<file path="src/pkg/bchr_defs.svh">
// Offsets, fixed field values and reset values of the bridge header slice
`ifndef BCHR_DEFS_SVH
`define BCHR_DEFS_SVH

`define BCHR_OFF_CLASS 8'h08
`define BCHR_OFF_MISC 8'h0C
`define BCHR_OFF_BUS 8'h18
`define BCHR_OFF_IO 8'h1C

`define BCHR_PROG_IF 8'h00
`define BCHR_SUB_CLASS 8'h04
`define BCHR_BASE_CLASS 8'h06
`define BCHR_HDR_FN0 8'h81
`define BCHR_HDR_FN1 8'h01
`define BCHR_IO_32BIT 4'h1
`define BCHR_IO_LOW_BASE 12'h000
`define BCHR_IO_LOW_LIMIT 12'hFFF
`define BCHR_CLS_MAX 8'h10

`define BCHR_RST_BYTE 8'h00
`define BCHR_RST_NIB 4'h0
`define BCHR_RST_WORD 32'h0000_0000

`endif

</file>
<file path="src/pkg/bchr_pkg.sv">
// Types shared by the bridge header slice
package bchr_pkg;

    typedef logic [1:0][7:0] bchr_byte_pair_type;
    typedef logic [1:0][3:0] bchr_nib_pair_type;

    typedef struct packed {
        logic [31:0] rdata;
        bchr_byte_pair_type cls;
        bchr_byte_pair_type plat;
        bchr_byte_pair_type pbus;
        bchr_byte_pair_type sbus;
        bchr_byte_pair_type subus;
        bchr_byte_pair_type slat;
        bchr_nib_pair_type iob;
        bchr_nib_pair_type iol;
        logic [1:0] hit;
    } bchr_state_type;

endpackage : bchr_pkg

</file>
<file path="src/verilog/bchr_regs.sv">
// Configuration header slice 08h-1Ch of both bridge functions
// Function
// - Programming interface byte of class code always reads zero.
// - Sub-class byte is read-only and reads the PCI-to-PCI bridge value.
// - Base-class byte is read-only and reads the bridge device value.
// - Writable cache line length, reset zero, steers write-invalidate ends and prefetch.
// - Writable primary latency value, reset zero, loads the master latency timer.
// - Function 0 header type is read-only multifunction bridge value.
// - Function 1 header type is read-only single-function bridge value.
// - Writable primary bus number, reset zero, set by software.
// - Per-function writable secondary bus number, reset zero.
// - Per-function writable subordinate bus number, reset zero.
// - Writable secondary latency value, reset zero, times unclaimed secondary accesses.
// - Low nibble of I/O base reads one for 32-bit I/O.
// - Writable upper nibble of I/O base gives window bottom bits 15:12.
// - Window bottom bits 31:16 come from a separate upper base register.
// - I/O base is the lowest address of the forwarded range.
// - Window top takes its low twelve bits as all ones.
//
// The implementer's own choice: the plain strobed port.
`include "bchr_defs.svh"
`timescale 1ns/1ps
`default_nettype none

module bchr_regs
    import bchr_pkg::*;
#(
    // Arbitrary value, read back as the revision byte of the class code register at 08h
    parameter logic [7:0] REV_ID = 8'h00
) (
    input wire logic I_CLOCK,
    input wire logic I_RESETN,
    input wire logic [7:0] I_ADDR,
    input wire logic I_FUNC,
    input wire logic [31:0] I_WDATA,
    input wire logic [3:0] I_BYTE_EN,
    input wire logic I_WRITE,
    input wire logic I_READ,
    input wire logic [31:0] I_IO_ADDR,
    input wire logic [31:0] I_IO_BASE_UPPER,
    input wire logic [31:0] I_IO_LIMIT_UPPER,
    output logic [31:0] O_RDATA,
    output logic [15:0] O_CACHELINE_LEN,
    output logic [1:0] O_CACHELINE_OK,
    output logic [15:0] O_UP_HOLD_TIMER,
    output logic [15:0] O_DOWN_UNCLAIMED_TIMER,
    output logic [15:0] O_UP_BUS_INDEX,
    output logic [15:0] O_DOWN_BUS_INDEX,
    output logic [15:0] O_HIGHEST_BUS_INDEX,
    output logic [1:0] O_IO_HIT
);

    function automatic logic [7:0] lane_wr(input logic [7:0] old_val,
                                           input logic [7:0] new_val,
                                           input logic en);
        lane_wr = en ? new_val : old_val;
    endfunction : lane_wr

    function automatic logic cls_legal(input logic [7:0] v);
        cls_legal = (v == 8'h00) || ((v <= `BCHR_CLS_MAX) && ((v & (v - 8'h01)) == 8'h00));
    endfunction : cls_legal

    function automatic logic [7:0] hdr_type(input logic fn);
        hdr_type = fn ? `BCHR_HDR_FN1 : `BCHR_HDR_FN0;
    endfunction : hdr_type

    bchr_state_type state_reg;
    bchr_state_type state_next;
    logic [31:0] base_full [2];
    logic [31:0] limit_full [2];

    always_comb begin
        for (int f = 0; f < 2; f++) begin
            // Upper half lives in a separate register outside this slice
            base_full[f] = {I_IO_BASE_UPPER[16*f +: 16], state_reg.iob[f],
                            `BCHR_IO_LOW_BASE};
            limit_full[f] = {I_IO_LIMIT_UPPER[16*f +: 16], state_reg.iol[f],
                             `BCHR_IO_LOW_LIMIT};
        end
    end

    always_comb begin
        logic fn;
        fn = I_FUNC;
        state_next = state_reg;
        state_next.rdata = `BCHR_RST_WORD;
        if (I_READ) begin
            unique case (I_ADDR)
                `BCHR_OFF_CLASS: begin
                    state_next.rdata = {`BCHR_BASE_CLASS, `BCHR_SUB_CLASS,
                                        `BCHR_PROG_IF, REV_ID};
                end
                `BCHR_OFF_MISC: begin
                    state_next.rdata = {8'h00, hdr_type(fn), state_reg.plat[fn],
                                        state_reg.cls[fn]};
                end
                `BCHR_OFF_BUS: begin
                    state_next.rdata = {state_reg.slat[fn], state_reg.subus[fn],
                                        state_reg.sbus[fn], state_reg.pbus[fn]};
                end
                `BCHR_OFF_IO: begin
                    // Secondary status in the upper half is outside this slice
                    state_next.rdata = {16'h0000, state_reg.iol[fn], `BCHR_IO_32BIT,
                                        state_reg.iob[fn], `BCHR_IO_32BIT};
                end
                default: begin
                    state_next.rdata = `BCHR_RST_WORD;
                end
            endcase
        end
        if (I_WRITE) begin
            unique case (I_ADDR)
                `BCHR_OFF_MISC: begin
                    // Illegal lengths are stored as written and flagged, not fixed up
                    state_next.cls[fn] = lane_wr(state_reg.cls[fn], I_WDATA[7:0],
                                                 I_BYTE_EN[0]);
                    state_next.plat[fn] = lane_wr(state_reg.plat[fn], I_WDATA[15:8],
                                                  I_BYTE_EN[1]);
                end
                `BCHR_OFF_BUS: begin
                    state_next.pbus[fn] = lane_wr(state_reg.pbus[fn], I_WDATA[7:0],
                                                  I_BYTE_EN[0]);
                    state_next.sbus[fn] = lane_wr(state_reg.sbus[fn], I_WDATA[15:8],
                                                  I_BYTE_EN[1]);
                    state_next.subus[fn] = lane_wr(state_reg.subus[fn], I_WDATA[23:16],
                                                   I_BYTE_EN[2]);
                    state_next.slat[fn] = lane_wr(state_reg.slat[fn], I_WDATA[31:24],
                                                  I_BYTE_EN[3]);
                end
                `BCHR_OFF_IO: begin
                    if (I_BYTE_EN[0]) begin
                        state_next.iob[fn] = I_WDATA[7:4];
                    end
                    if (I_BYTE_EN[1]) begin
                        state_next.iol[fn] = I_WDATA[15:12];
                    end
                end
                default: begin
                end
            endcase
        end
        for (int f = 0; f < 2; f++) begin
            state_next.hit[f] = (I_IO_ADDR >= base_full[f]) &&
                                (I_IO_ADDR <= limit_full[f]);
        end
    end

    always_ff @(posedge I_CLOCK or negedge I_RESETN) begin
        if (!I_RESETN) begin
            state_reg <= '0;
        end else begin
            state_reg <= state_next;
        end
    end

    assign O_RDATA = state_reg.rdata;
    assign O_CACHELINE_LEN = state_reg.cls;
    assign O_CACHELINE_OK = {cls_legal(state_reg.cls[1]), cls_legal(state_reg.cls[0])};
    assign O_UP_HOLD_TIMER = state_reg.plat;
    assign O_DOWN_UNCLAIMED_TIMER = state_reg.slat;
    assign O_UP_BUS_INDEX = state_reg.pbus;
    assign O_DOWN_BUS_INDEX = state_reg.sbus;
    assign O_HIGHEST_BUS_INDEX = state_reg.subus;
    assign O_IO_HIT = state_reg.hit;
endmodule : bchr_regs

`default_nettype wire

</file>
<file path="config.mk">
export PLATFORM = sky130hd
export DESIGN_NAME = bchr_regs
export DESIGN_NICKNAME = d
export VERILOG_FILES = /design/src/pkg/bchr_pkg.sv /design/src/verilog/bchr_regs.sv
export VERILOG_INCLUDE_DIRS = /design/src /design/src/pkg
export SDC_FILE = /design/constraint.sdc
export NUM_CORES = 1
export LEC_CHECK = 0
export BUFFER_PORTS_ARGS = -buffer_cell sky130_fd_sc_hd__buf_4
export CORE_ASPECT_RATIO = 1.4
export CORE_MARGIN = 8
export CORE_UTILIZATION = 55
export CTS_BUF_LIST = sky130_fd_sc_hd__clkbuf_16
export DETAILED_ROUTE_END_ITERATION = 6
export GPL_TIMING_DRIVEN = 0
export HOLD_SLACK_MARGIN = 0.03
export PLACE_DENSITY = 0.86
export SYNTH_ARGS = -nofsm -noshare
export SYNTH_HDL_FRONTEND = slang
export SYNTH_SLANG_ARGS = --single-unit
</file>
<file path="constraint.sdc">
create_clock -name I_CLOCK -period 4.4 [get_ports I_CLOCK]
set_input_delay 0 -clock I_CLOCK [delete_from_list [all_inputs] [get_ports I_CLOCK]]
set_output_delay 0 -clock I_CLOCK [all_outputs]
set_load 0.05 [all_outputs]
</file>
**Yosys cells after proc, flatten, opt, wreduce, memory -nomap -nowiden**

Index checks and enable logic that the tools add are counted.

- Add/sub/neg operators: 2
- Magnitude comparators: 8
- Equality and inequality tests: 4
- Muxes and demuxes: 37
- Bitwise operators: 2
- Reductions and logical operators: 15

Operators by type and width:

| cell | count |
|---|---|
| 2-to-1 mux 8 bit | 20 |
| case mux 32 bit (4 select lines) | 1 |
| bitwise mux 16 bit | 6 |
| >= comparator 32 bit | 2 |
| less-or-equal comparator 32 bit | 2 |
| logical NOT 8 bit | 4 |
| 2-to-1 mux 32 bit | 1 |
| 2-to-1 mux 4 bit | 5 |
| AND 8 bit | 2 |
| bitwise mux 8 bit | 2 |
| == test 8 x 4 -> 1 bit, second input constant | 2 |
| == test 8 x 5 -> 1 bit, second input constant | 2 |
| less-or-equal comparator 8 x 5 -> 1 bit, second input constant | 2 |
| subtractor 8 x 1 -> 8 bit, second input constant | 2 |
| demux 8 bit (select 1 bit) | 1 |
| AND reduction 3 bit | 2 |
| logical AND 1 bit | 5 |
| demux 4 bit (select 1 bit) | 1 |
| AND reduction 2 bit | 2 |
| logical OR 1 bit | 2 |
| less-than comparator 1 x 2 -> 1 bit, second input constant | 1 |
| >= comparator 1 bit, second input constant | 1 |

- Register bits: 146
- Bits of input ports: 145

**Depth between registers and ports, before layout**

Gate-level depths: netlist (run 1).

- Depth in word-level cells: 5
- Mapped depth: 8

**Worst setup path after synthesis (run 1)**

No wires, ideal clock.

- Path type: register to output
- Start point: reg state_reg (netlist bit O_CACHELINE_LEN[8])
- End point: out O_CACHELINE_OK[1]
- Data arrival time: 2.763 ns
- Slack: 1.637 ns
- Stages on the path, launching flop included: 5
- Cell sequence: dfrtp_1 > maj3_1 > o21a_1 > o22a_1 > nor4_1

- Longest elaborated chain between the ends: 5
- Elaborated cells on any way between the ends: 7
- Those cells by class: add/sub: 1; order compare: 1; bitwise: 1; reduce/logical: 4

Ends and longest elaborated chain:

| item | RTL line | RTL |
|---|---|---|
| start, declared | bchr_regs.sv:67 | `bchr_state_type state_reg;` |
| start signal, assigned | bchr_regs.sv:152 | `state_reg <= state_next;` |
| subtractor 8 x 1 -> 8 bit | bchr_regs.sv:60 | `` cls_legal = (v == 8'h00) \|\| ((v <= `BCHR_CLS_MAX) && ((v & (v - 8'h01)) == 8'h00)); `` |
| AND 8 bit | bchr_regs.sv:60 |  |
| logical NOT 8 bit | bchr_regs.sv:60 |  |
| logical AND 1 bit | bchr_regs.sv:60 |  |
| logical OR 1 bit * | bchr_regs.sv:60 |  |
| end, declared | bchr_regs.sv:44 | `output logic [1:0] O_CACHELINE_OK,` |

Mark *: on every way between the ends. The rest lies on a longest branch, timed or not.

**Final worst setup path (run 1)**

- Start point: in I_ADDR[5]
- End point: reg state_reg (netlist bit O_DOWN_UNCLAIMED_TIMER[6])

- Longest elaborated chain between the ends: 2

Ends and longest elaborated chain:

| item | RTL line | RTL |
|---|---|---|
| start, declared | bchr_regs.sv:33 | `input wire logic [7:0] I_ADDR,` |
| == test 8 x 5 -> 1 bit | bchr_regs.sv:112 | `unique case (I_ADDR)` |
| AND reduction 2 bit (no source line) | -- |  |

No other way between the ends.
A chain may end at the register's enable or synchronous reset.

==> results of run 1 <==
==> per-layer routing <==
metal	up-vias	global-route usage [%]
met3	101	10.1
met2	439	52.2
met5	-	0
li1	3313	-
met4	0	15.8
met1	3480	30.2
==> cells by family (layout without fill, tap and decap cells) <==
logic type,after synthesis,in the layout,share of synthesized area [%]
muxes,153,153,20.2
DFF,146,146,44.2
and+or+nand+nor,146,146,10.2
AOI/OAI and AO/OA,114,114,8.50
buffers and inverters,96,448,4.60
adders and majority gates,82,82,12.3
==> synthesized netlist by cell type (3+ instances only) <==
library cell    n  share of area [%]
nor2_1         40                1.8
clkbuf_1        7               0.32
o22a_1          7               0.74
a2111oi_0       3               0.32
dfrtp_1       146                 44
o22ai_1         7               0.53
a221oi_1        3               0.32
ha_1           80                 12
buf_1           3               0.14
mux2_2        105                 14
o21ai_0        26                1.6
a21oi_1        42                2.5
nor4_1          6               0.45
buf_2           4               0.24
mux2i_1        42                5.1
nor2_2          3               0.23
mux2_1          6               0.82
nor3_1          4               0.24
and4_1          3               0.32
nand3_1        11               0.67
nor2b_1         4               0.30
nand2_1        36                1.6
inv_1          80                3.6
nand4_1        17                1.3
nor2_8          4               0.97
a21o_1         16                1.5
==> cells in the final DEF (no fill, tap or decap), types with 11 or more instances in the layout <==
master         instances
clkbuf_16             17
inv_1                 81
a21oi_1               42
a21o_1                16
mux2i_1               42
mux2_2               105
dfrtp_1              146
nor2_1                40
nand4_1               17
nand2_1               36
dlygate4sd3_1         45
o21ai_0               26
buf_4                273
ha_1                  80
nand3_1               11
==> worst max-delay path, stage by stage <==
cell and delay, ps:
dlygate4sd3_1 540, buf_4 130, and3b_1 330, nand2_1 120, nor2_2 160, buf_6 230
nand3_4 160, mux2_2 320, dlygate4sd3_1 570
==> worst max path at each step <==
| stage | endpoint | slack [ps] | depth (start not counted) |
|---|---|---|---|
| floorplan | O_CACHELINE_OK[1] | 1640 | 4 |
| detailed placement | O_CACHELINE_LEN[13]$_DFFE_PN0P_ | 2420 | 7 |
| global route | O_DOWN_UNCLAIMED_TIMER[6]$_DFFE_PN0P_ | 2110 | 9 |
| finish | O_DOWN_UNCLAIMED_TIMER[6]$_DFFE_PN0P_ | 2130 | 9 |
| global placement | O_IO_HIT[0]$_DFF_PN0_ | 2400 | 8 |
| CTS | O_DOWN_UNCLAIMED_TIMER[6]$_DFFE_PN0P_ | 2240 | 9 |
==> repair_timing <==
item	in CTS	in global routing
gates resized for setup	0	0
hold buffers	44	1
endpoints found under the hold margin	186	2
==> power groups by stage <==
stage / clock network, uW / logic, uW / registers, uW
2_1_floorplan: 0 / 169 / 1450
3_3_place_gp: 0 / 444 / 1400
3_5_place_dp: 0 / 460 / 1400
4_1_cts: 1350 / 493 / 1380
5_1_grt: 1430 / 541 / 1380
6_report: 1360 / 495 / 1380
==> sequential cells by signal, indices dropped and copies added (netlist names) <==
register                count
limit_full                  8
O_HIGHEST_BUS_INDEX        16
O_DOWN_BUS_INDEX           16
O_RDATA                    32
O_UP_HOLD_TIMER            16
O_DOWN_UNCLAIMED_TIMER     16
base_full                   8
O_CACHELINE_LEN            16
O_UP_BUS_INDEX             16
O_IO_HIT                    2
==> final cells by class <==
type	count	area (sq um)	area share [%]
tap	192	240	2.07
inverter	80	300	2.59
multi-input combinational	495	4230	36.5
sequential	146	3650	31.5
timing repair buffer	320	2540	21.9
clock inverter	15	123	1.06
buffer	16	80.1	0.691
clock buffer	17	425	3.67
==> through the flow <==
stage,setup slack (ps),hold WS (ps)
CTS,2240,30.3
global route,2110,59.1
floorplan,1640,-296
finish,2130,79.2
global placement,2400,244
detailed placement,2420,36.5
==> flow_metrics.tcl, run 1 <==
set metrics [dict create \
    status "finished, final reports clean" \
    nFillCells 899 \
    total_leakage_power_uw 0.00640 \
    post-cts-setup-buffers 0 \
    syn_inst 737 \
    final.period_utilization_pct 51.7 \
    p_per_area_nw_per_um2 279 \
    vias 7333 \
    min_to "O_HIGHEST_BUS_INDEX[9]$_DFFE_PN0P_" \
    synth_edf_count 0 \
    dr_wl_met2_mm 14.9 \
    grt_pass1_vias 7974 \
    power_switching_uw 912 \
    fmax_mhz 440 \
    cts_buffer_depth 2 \
    routed.top_layer "met4" \
    fin_nets 1301 \
    diodes 0 \
    routed_wirelength_mm 29.0 \
    post_drt_wl_per_cell_um 22.7 \
    tns_ps 0 \
    power_frac_comb_pct 15.3 \
    die_y_um 161 \
    clk_pin_slew_worst_paths_ps 70 \
    syn_nets 962 \
    slew_viol_final 0 \
    finClkSkew_ps 20.7 \
    path_max_fanout 10 \
    internal_power_uw 2320 \
    post-route-util_pct 78.1 \
    wl_met1_mm 10.0 \
    min_path_cells 3 \
    place_area_sq_um 10600 \
    critPathKind "in -> reg" \
    syn_area_sq_um 8270 \
    met3_length_mm 2.57 \
    hold_class "in -> reg" \
    crit_path_end_kind "register" \
    dp_cells 1204 \
    grt_start_max_net_pins 78 \
    worst_hold_startpoint "I_WRITE" \
    reg2reg_slack_ps 2380 \
    avgSynthCellArea_sq_um 11.2 \
    grt_pass1_wl_mm 44.4 \
    clock_latency_ps 440 \
    io_buffers 274 \
    finalHoldViolCount 0 \
    io_pins 277 \
    startpoint "I_ADDR[5]" \
    period_needed_ps 2270 \
    fin_cells 1281 \
    synth-seq-cells 146 \
    dr.pass1.iters 5 \
    viasPerCell 5.72 \
    antenna_found_initial 0 \
    drive_gt1_share_pct 39.7 \
    synth_warnings 0 \
    p_total_uw 3230 \
    gr-total-overflow 0 \
    route.detailed.drc 0 \
    cts_buffers 17 \
    seqPwrFrac_pct 42.6 \
    cap_violations 0 \
    tightestPinTransition_ps 916 \
    drtIter0Drc 558 \
    ys.flop_type "dfrtp_1" \
    dpl.hpwl_mm 20.8 \
    worstPathRequired_ps 4700 \
    pwr-share-clk_pct 42.1 \
    setup_viol 0 \
    setup.worst_path.start_class "primary input" \
    reg2reg_depth 8 \
    maxSlewHeadroom_pct 38.9 \
    die_x_um 120 \
    std_cell_rows 53 \
    cts.sinks 146 \
    r2r-start "limit_full[45]$_DFFE_PN0P_" \
    die_area_sq_um 19300 \
    synthArstFlopShare_pct 100 \
    tritoncts "built" \
    power.share.switching_pct 28.2 \
    rsz0062_at_grt "false" \
    core_sq_um 14900 \
    gp_congestion 0.874 \
    ys_seq_area_share_pct 44.2 \
    ys_types 48 \
    start_util_pct 55.7 \
    ant_nets 0 \
    cts_max_level 4 \
    vdd_drop_max_uv 288 \
    r2r-end "O_IO_HIT[0]$_DFF_PN0_" \
    final_area_sq_um 11600 \
    grtUsageTotal_pct 29.6 \
    worst_ep_arrival_time_ps 2580 \
    area.growth.synth_to_final_pct 40.2 \
    clockRootBuffer "clkbuf_16" \
]
Note: power is estimated with default switching activity, not from simulation.
==> run 2: changes to the inputs <==
--- a/config.mk
+++ b/config.mk
@@ -6,15 +6,16 @@
 export SDC_FILE = /design/constraint.sdc
 export NUM_CORES = 1
 export LEC_CHECK = 0
+export ABC_AREA = 1
 export BUFFER_PORTS_ARGS = -buffer_cell sky130_fd_sc_hd__buf_4
 export CORE_ASPECT_RATIO = 1.4
 export CORE_MARGIN = 8
-export CORE_UTILIZATION = 55
+export CORE_UTILIZATION = 53
 export CTS_BUF_LIST = sky130_fd_sc_hd__clkbuf_16
 export DETAILED_ROUTE_END_ITERATION = 6
 export GPL_TIMING_DRIVEN = 0
 export HOLD_SLACK_MARGIN = 0.03
-export PLACE_DENSITY = 0.86
+export PLACE_DENSITY = 0.82
 export SYNTH_ARGS = -nofsm -noshare
 export SYNTH_HDL_FRONTEND = slang
 export SYNTH_SLANG_ARGS = --single-unit
==> constraint.sdc (replaced) <==
create_clock -name I_CLOCK -period 2.35 [get_ports I_CLOCK]
set_input_delay 0 -clock I_CLOCK [delete_from_list [all_inputs] [get_ports I_CLOCK]]
set_output_delay 0 -clock I_CLOCK [all_outputs]
set_load 0.05 [all_outputs]
==> run 2 against run 1 <==
  * Final cell count grew 43%
  * Non-clock buffer count grew 19
  * Cell area grew 7.1%
  * Worst setup slack lost 1800 ps
  * First-iteration DRC count grew 3.8%
  * Clock skew shrank 13 ps
  * Largest power group is now the clock network
==> flow_metrics.tcl, run 2 <==
set metrics [dict create \
    finalHoldViolCount 0 \
    place_area_sq_um 11500 \
    power_frac_comb_pct 17.0 \
    gp_congestion 0.952 \
    cts_max_level 4 \
    grt_start_max_net_pins 86 \
    ant_nets 0 \
    final_area_sq_um 12400 \
    ys.flop_type "dfrtp_1" \
    multi_input_area_sq_um 4450 \
    seqPwrFrac_pct 41.4 \
    die_x_um 127 \
    synth.top_cells.by_count "nand2_1, inv_1, dfrtp_1" \
    grt_pass1_wl_mm 50.0 \
    fmax_mhz 492 \
    dpl.hpwl_mm 24.6 \
    nFillCells 1348 \
    avgSynthCellArea_sq_um 7.17 \
    critPathKind "in -> reg" \
    ys_types 29 \
    finClkSkew_ps 7.55 \
    synth.area.top_cells "dfrtp_1, nand2_1, ha_1, inv_1, o21ai_1" \
    dr.pass1.iters 5 \
    area.growth.synth_to_final_pct 35.8 \
    period_needed_ps 2030 \
    cap_violations 0 \
    viasPerCell 5.29 \
    hold_class "in -> reg" \
    tns_ps 0 \
    r2r-end "O_IO_HIT[0]$_DFF_PN0_" \
    fin_nets 1830 \
    syn_area_sq_um 9150 \
    maxSlewHeadroom_pct 49.8 \
    tightestPinTransition_ps 753 \
    place_ws_ps 665 \
    setup.worst_path.start_class "primary input" \
    path_max_fanout 10 \
    slew_viol_final 0 \
    fin_ws_ps 317 \
    crit_path_end_kind "register" \
    final_common_cell "nand2_1" \
    power.share.switching_pct 29.8 \
    min_path_cells 5 \
    setup_viol 0 \
    cts.sinks 146 \
    die_area_sq_um 21800 \
    reg2reg_depth 11 \
    io_pins 277 \
    start_util_pct 53.4 \
    min_to "O_CACHELINE_LEN[0]$_DFFE_PN0P_" \
    antenna_found_initial 2 \
    r2r-start "limit_full[45]$_DFFE_PN0P_" \
    synth-seq-cells 146 \
    route.detailed.drc 0 \
    clockRootBuffer "clkbuf_16" \
    die_y_um 171 \
    clock_latency_ps 430 \
    netlist.area_leader.share_pct 40.0 \
    worstPathRequired_ps 2720 \
    yosys.area.top_type "dfrtp_1" \
    synth_edf_count 0 \
    grt_pass1_vias 10100 \
    final.period_utilization_pct 86.5 \
    tritoncts "built" \
    status "finished, final reports clean" \
    worst_hold_startpoint "I_WDATA[0]" \
    largest_reg_flops 32 \
    io_buffers 271 \
    regArea_sq_um 3650 \
    syn_inst 1276 \
    post_drt_wl_per_cell_um 17.4 \
    ys_seq_area_share_pct 40.0 \
    pwr-share-clk_pct 41.6 \
    rsz0062_at_grt "false" \
    reg2reg_slack_ps 910 \
    cts_buffers 17 \
    cts_buffer_depth 2 \
    vias 9655 \
    gr-total-overflow 0 \
    drive_gt1_share_pct 21.5 \
    clk_pin_slew_worst_paths_ps 60 \
    worst_ep_arrival_time_ps 2400 \
    layout_common_cells "nand2_1, buf_4, inv_1, dfrtp_1, o21ai_1" \
    drtIter0Drc 579 \
    routed_wirelength_mm 31.7 \
    p_per_area_nw_per_um2 503 \
    synthArstFlopShare_pct 100 \
    vdd_drop_max_uv 543 \
    synth.most_common_cell "nand2_1" \
    syn_nets 1501 \
    power_switching_uw 1860 \
    core_sq_um 17100 \
    total_leakage_power_uw 0.00701 \
    grtUsageTotal_pct 29.3 \
    cts.repair.resized 0 \
    synth_warnings 0 \
    internal_power_uw 4380 \
    std_cell_rows 57 \
]
run 2: cell count changes in the layout (fill, tap and decap cells not counted), sizes merged, moves of 9 or more:
| cell | delta |
|---|---|
| a21oi | +26 |
| mux2i | -42 |
| inv | +122 |
| nand3 | +12 |
| mux2 | -111 |
| a21o | -12 |
| nand2 | +450 |
| buf | +17 |
| clkbuf | +9 |
| nand4 | -13 |
| nor2 | +9 |
| o21ai | +118 |
run 2: power groups by stage:
stage | clock (uW) | sequential, uW | combinational [uW]
after floorplan | 0 | 2740 | 428
after global placement | 0 | 2630 | 975
after detailed placement | 0 | 2630 | 1010
after CTS | 2600 | 2580 | 1060
after global routing | 2700 | 2590 | 1180
final | 2600 | 2590 | 1060
run 2: kinds of logic after synthesis:
kind of cell / Yosys count / share of synthesized area (%)
AOI/OAI and AO/OA: 220 / 12.2
adders and majority gates: 80 / 10.9
buffers and inverters: 245 / 11.4
DFF: 146 / 40.0
and+or+nand+nor: 585 / 25.4
run 2: worst max-delay path: stages:
cell	delay (ps)
dlygate4sd3_1	540
buf_4	150
nor3_2	180
dlygate4sd3_1	570
nand2_1	80
inv_2	210
buf_2	320
nand2_1	80
nand3_1	110
nand2_1	80
inv_1	70
run 2: area by class of cell:
| type | instances | share of cell area (%) |
|---|---|---|
| sequential | 146 | 29.4 |
| timing repair buffer | 310 | 19.7 |
| inverter | 200 | 6.04 |
| multi-input combinational | 885 | 35.8 |
| buffer | 45 | 2.36 |
| antenna | 2 | 0.0403 |
| clock inverter | 15 | 1.13 |
| clock buffer | 17 | 3.43 |
| tap | 206 | 2.08 |
run 2: what timing repair did:
item / CTS / global route
hold buffers: 38 / 0
hold endpoints to repair: 167 / 0
buffers inserted: 0 / 0
setup endpoints to repair: 0 / 0
run 2: metal layers:
metal  vias up  track usage [%]  routed length [um]
met5         -                0                   0
met4         0             19.8                2030
met3       133             8.63                3050
met2       549             52.2               15800
met1      4334             28.9               10800
li1       4639                -                   -
run 2: per-stage QoR:
step,utilization [%],instances,hold WS [ps],total power (uW)
CTS,72.5,1824,34.8,6240
global route,72.6,1826,62.6,6470
finish,72.6,1826,34.2,6250
global placement,66.8,1753,294,3600
detailed placement,67.0,1754,22.1,3640
floorplan,-,1276,-296,3170
run 2: worst max-delay path by stage:
| stage | from | end | slack [ps] | depth (start not counted) |
|---|---|---|---|---|
| after floorplan | O_CACHELINE_LEN[4]$_DFFE_PN0P_ | O_CACHELINE_OK[0] | 670 | 5 |
| after global placement | I_RESETN | O_RDATA[6]$_DFF_PN0_ | 640 | 1 |
| after detailed placement | I_READ | O_RDATA[11]$_DFF_PN0_ | 660 | 5 |
| after CTS | I_ADDR[5] | O_UP_HOLD_TIMER[5]$_DFFE_PN0P_ | 410 | 10 |
| after global routing | I_ADDR[5] | O_UP_HOLD_TIMER[5]$_DFFE_PN0P_ | 260 | 10 |
| final | I_ADDR[5] | O_RDATA[14]$_DFF_PN0_ | 320 | 11 |
==> run 3: changes to the inputs <==
--- a/config.mk
+++ b/config.mk
@@ -10,12 +10,13 @@
 export BUFFER_PORTS_ARGS = -buffer_cell sky130_fd_sc_hd__buf_4
 export CORE_ASPECT_RATIO = 1.4
 export CORE_MARGIN = 8
-export CORE_UTILIZATION = 53
+export CORE_UTILIZATION = 48
 export CTS_BUF_LIST = sky130_fd_sc_hd__clkbuf_16
 export DETAILED_ROUTE_END_ITERATION = 6
 export GPL_TIMING_DRIVEN = 0
 export HOLD_SLACK_MARGIN = 0.03
-export PLACE_DENSITY = 0.82
+export PLACE_DENSITY = 0.78
+export REMOVE_ABC_BUFFERS = 1
 export SYNTH_ARGS = -nofsm -noshare
 export SYNTH_HDL_FRONTEND = slang
 export SYNTH_SLANG_ARGS = --single-unit
==> constraint.sdc (replaced) <==
create_clock -name I_CLOCK -period 1.7 [get_ports I_CLOCK]
set_input_delay 0 -clock I_CLOCK [delete_from_list [all_inputs] [get_ports I_CLOCK]]
set_output_delay 0 -clock I_CLOCK [all_outputs]
set_load 0.05 [all_outputs]
==> run 3 against run 2 <==
  * Sequential power grew 38%
  * Combinational power increased by 36%
  * Clock skew down 0.54 ps
  * Count of clock-buffer cells in the layout unchanged
  * Via count shrank 4.9%
  * Die area rose by 9.3%
  * Utilization shrank 6.5 points
  * Clock power grew 45%
  * Register-to-register slack got worse by 620 ps
  * Cell area decreased by 1.0%
  * Power up 40%
  * Critical path depth shrank 5
  * Critical path type is now reg -> out
  * Largest cell class unchanged
  * Largest power group unchanged
==> flow_metrics.tcl, run 3 (synthesized netlist as in run 2, its figures left out) <==
set metrics [dict create \
    tns_ps 0 \
    cp_cell_sequence "inv_1 > o21ai_0 > nor4_1 > o21ai_1 > nor2_1 > buf_6" \
    critPathTopFamily "flip-flops" \
    worst_ep_arrival_time_ps 1600 \
    clk_pin_slew_worst_paths_ps 60 \
    total_leakage_power_uw 0.00690 \
    place_area_sq_um 11300 \
    vias 9183 \
    vdd_drop_max_uv 746 \
    die_x_um 133 \
    final_area_sq_um 12300 \
    cts_buffers 17 \
    path_depth 6 \
    largest_reg_flops 32 \
    internal_power_uw 6210 \
    setup.worst_path.start_class "register" \
    reg2reg_depth 11 \
    finalHoldViolCount 0 \
    post_drt_wl_per_cell_um 16.2 \
    cts_max_level 4 \
    period_needed_ps 1600 \
    routed_wirelength_mm 29.6 \
    place_ws_ps -1430 \
    clock_latency_ps 430 \
    layout_common_cells "nand2_1, buf_4, inv_1, dfrtp_1, o21ai_1" \
    fin_hold_ws_ps 77.5 \
    power_switching_uw 2560 \
    fin_ws_ps 95.6 \
    grt_pass1_vias 9148 \
    slowest_delay_ps 410 \
    worst_hold_startpoint "I_BYTE_EN[0]" \
    p_per_area_nw_per_um2 714 \
    cts.sinks 146 \
    reg2reg_slack_ps 290 \
    tritoncts "built" \
    core_sq_um 18600 \
    power.share.switching_pct 29.2 \
    die_area_sq_um 23800 \
    seqPwrFrac_pct 40.7 \
    dpl.hpwl_mm 21.5 \
    setup_viol 0 \
    grtUsageTotal_pct 25.1 \
    crit_path_end_kind "output port" \
    gp_congestion 0.811 \
    area.growth.synth_to_final_pct 34.4 \
    cts_buffer_depth 2 \
    tightestPinTransition_ps 671 \
    final.period_utilization_pct 94.4 \
    diodes 0 \
    io_pins 277 \
    grt_start_max_net_pins 82 \
    critPathKind "reg -> out" \
    antenna_found_initial 0 \
    status "finished, final reports clean" \
    grt_pass1_wl_mm 47.5 \
    start_util_pct 49.2 \
    critical_path_buf_inv_count 2 \
    fin_cells 1823 \
    min_path_cells 5 \
    worstPathRequired_ps 1700 \
    drive_gt1_share_pct 20.7 \
    final_common_cell "nand2_1" \
    ant_nets 0 \
    dr.pass1.iters 7 \
    clockRootBuffer "clkbuf_16" \
    route.detailed.drc 0 \
    min_to "O_CACHELINE_LEN[11]$_DFFE_PN0P_" \
    fin_nets 1791 \
    r2r-end "O_IO_HIT[0]$_DFF_PN0_" \
    power_frac_comb_pct 16.4 \
    slew_viol_final 0 \
    pwr-share-clk_pct 42.9 \
    gr-total-overflow 0 \
    rsz0062_at_grt "true" \
    drtIter0Drc 477 \
    std_cell_rows 59 \
    cap_violations 0 \
    crit_slowest_cell "dfrtp_1" \
    fmax_mhz 623 \
    maxSlewHeadroom_pct 55.3 \
    viasPerCell 5.04 \
    die_y_um 179 \
    dp_cells 1752 \
    hold_class "in -> reg" \
    path_max_fanout 3 \
    io_buffers 276 \
    finClkSkew_ps 7.01 \
    r2r-start "limit_full[45]$_DFFE_PN0P_" \
]
[run 3: final cells by class]
class	instances	area, sq um
clock buffers	17	425
clock inverters	15	168
fillers	1635	6310
inverters	200	753
multi-input cells	887	4500
flip-flops and latches	146	3650
well taps	244	305
repair buffers	314	2480
[run 3: tightest hold or removal path, cell delays in order]
cell	delay, ps
buf_4	170
nand2_1	60
inv_1	60
a21oi_1	50
o21ai_1	120
[run 3: how the worst max path moves through the flow]
| stage | startpoint | to | slack (ps) |
|---|---|---|---|
| finish | O_CACHELINE_LEN[4]$_DFFE_PN0P_ | O_CACHELINE_OK[0] | 100 |
| global route | O_CACHELINE_LEN[4]$_DFFE_PN0P_ | O_CACHELINE_OK[0] | -90 |
| CTS | I_FUNC | O_UP_BUS_INDEX[1]$_DFFE_PN0P_ | 50 |
| detailed placement | I_ADDR[1] | O_HIGHEST_BUS_INDEX[11]$_DFFE_PN0P_ | -1430 |
| global placement | I_ADDR[1] | O_DOWN_BUS_INDEX[2]$_DFFE_PN0P_ | -1290 |
| floorplan | I_ADDR[7] | O_DOWN_BUS_INDEX[0]$_DFFE_PN0P_ | -170 |
[run 3: power by group through the flow]
| stage | clock, uW | combinational, uW | sequential (uW) |
|---|---|---|---|
| global placement | 0 | 1330 | 3630 |
| floorplan | 0 | 548 | 3790 |
| global route | 3960 | 1620 | 3570 |
| CTS | 3800 | 1450 | 3570 |
| finish | 3760 | 1440 | 3570 |
| detailed placement | 0 | 1370 | 3630 |
[run 3: stage by stage]
stage	power (uW)	util (%)
floorplan	4340	-
global placement	4960	60.4
detailed placement	5000	60.5
CTS	8820	66.0
global route	9150	66.1
finish	8770	66.1
[run 3: layer usage]
metal	track usage [%]	part of all wire [%]	routed length, um
met5	0	0	0
met1	26.8	39	11500
met4	11.1	3.3	979
met2	44.1	49	14400
met3	9.00	9.3	2760
[run 3: repair_timing]
action                                  CTS  global route
endpoints found under the setup margin  109            51
hold buffers                             37             0
buffers inserted                          0             0
hold endpoints to repair                188             0
pin swaps                                 2             1
cloned                                    2             0
resized for setup                         7             5
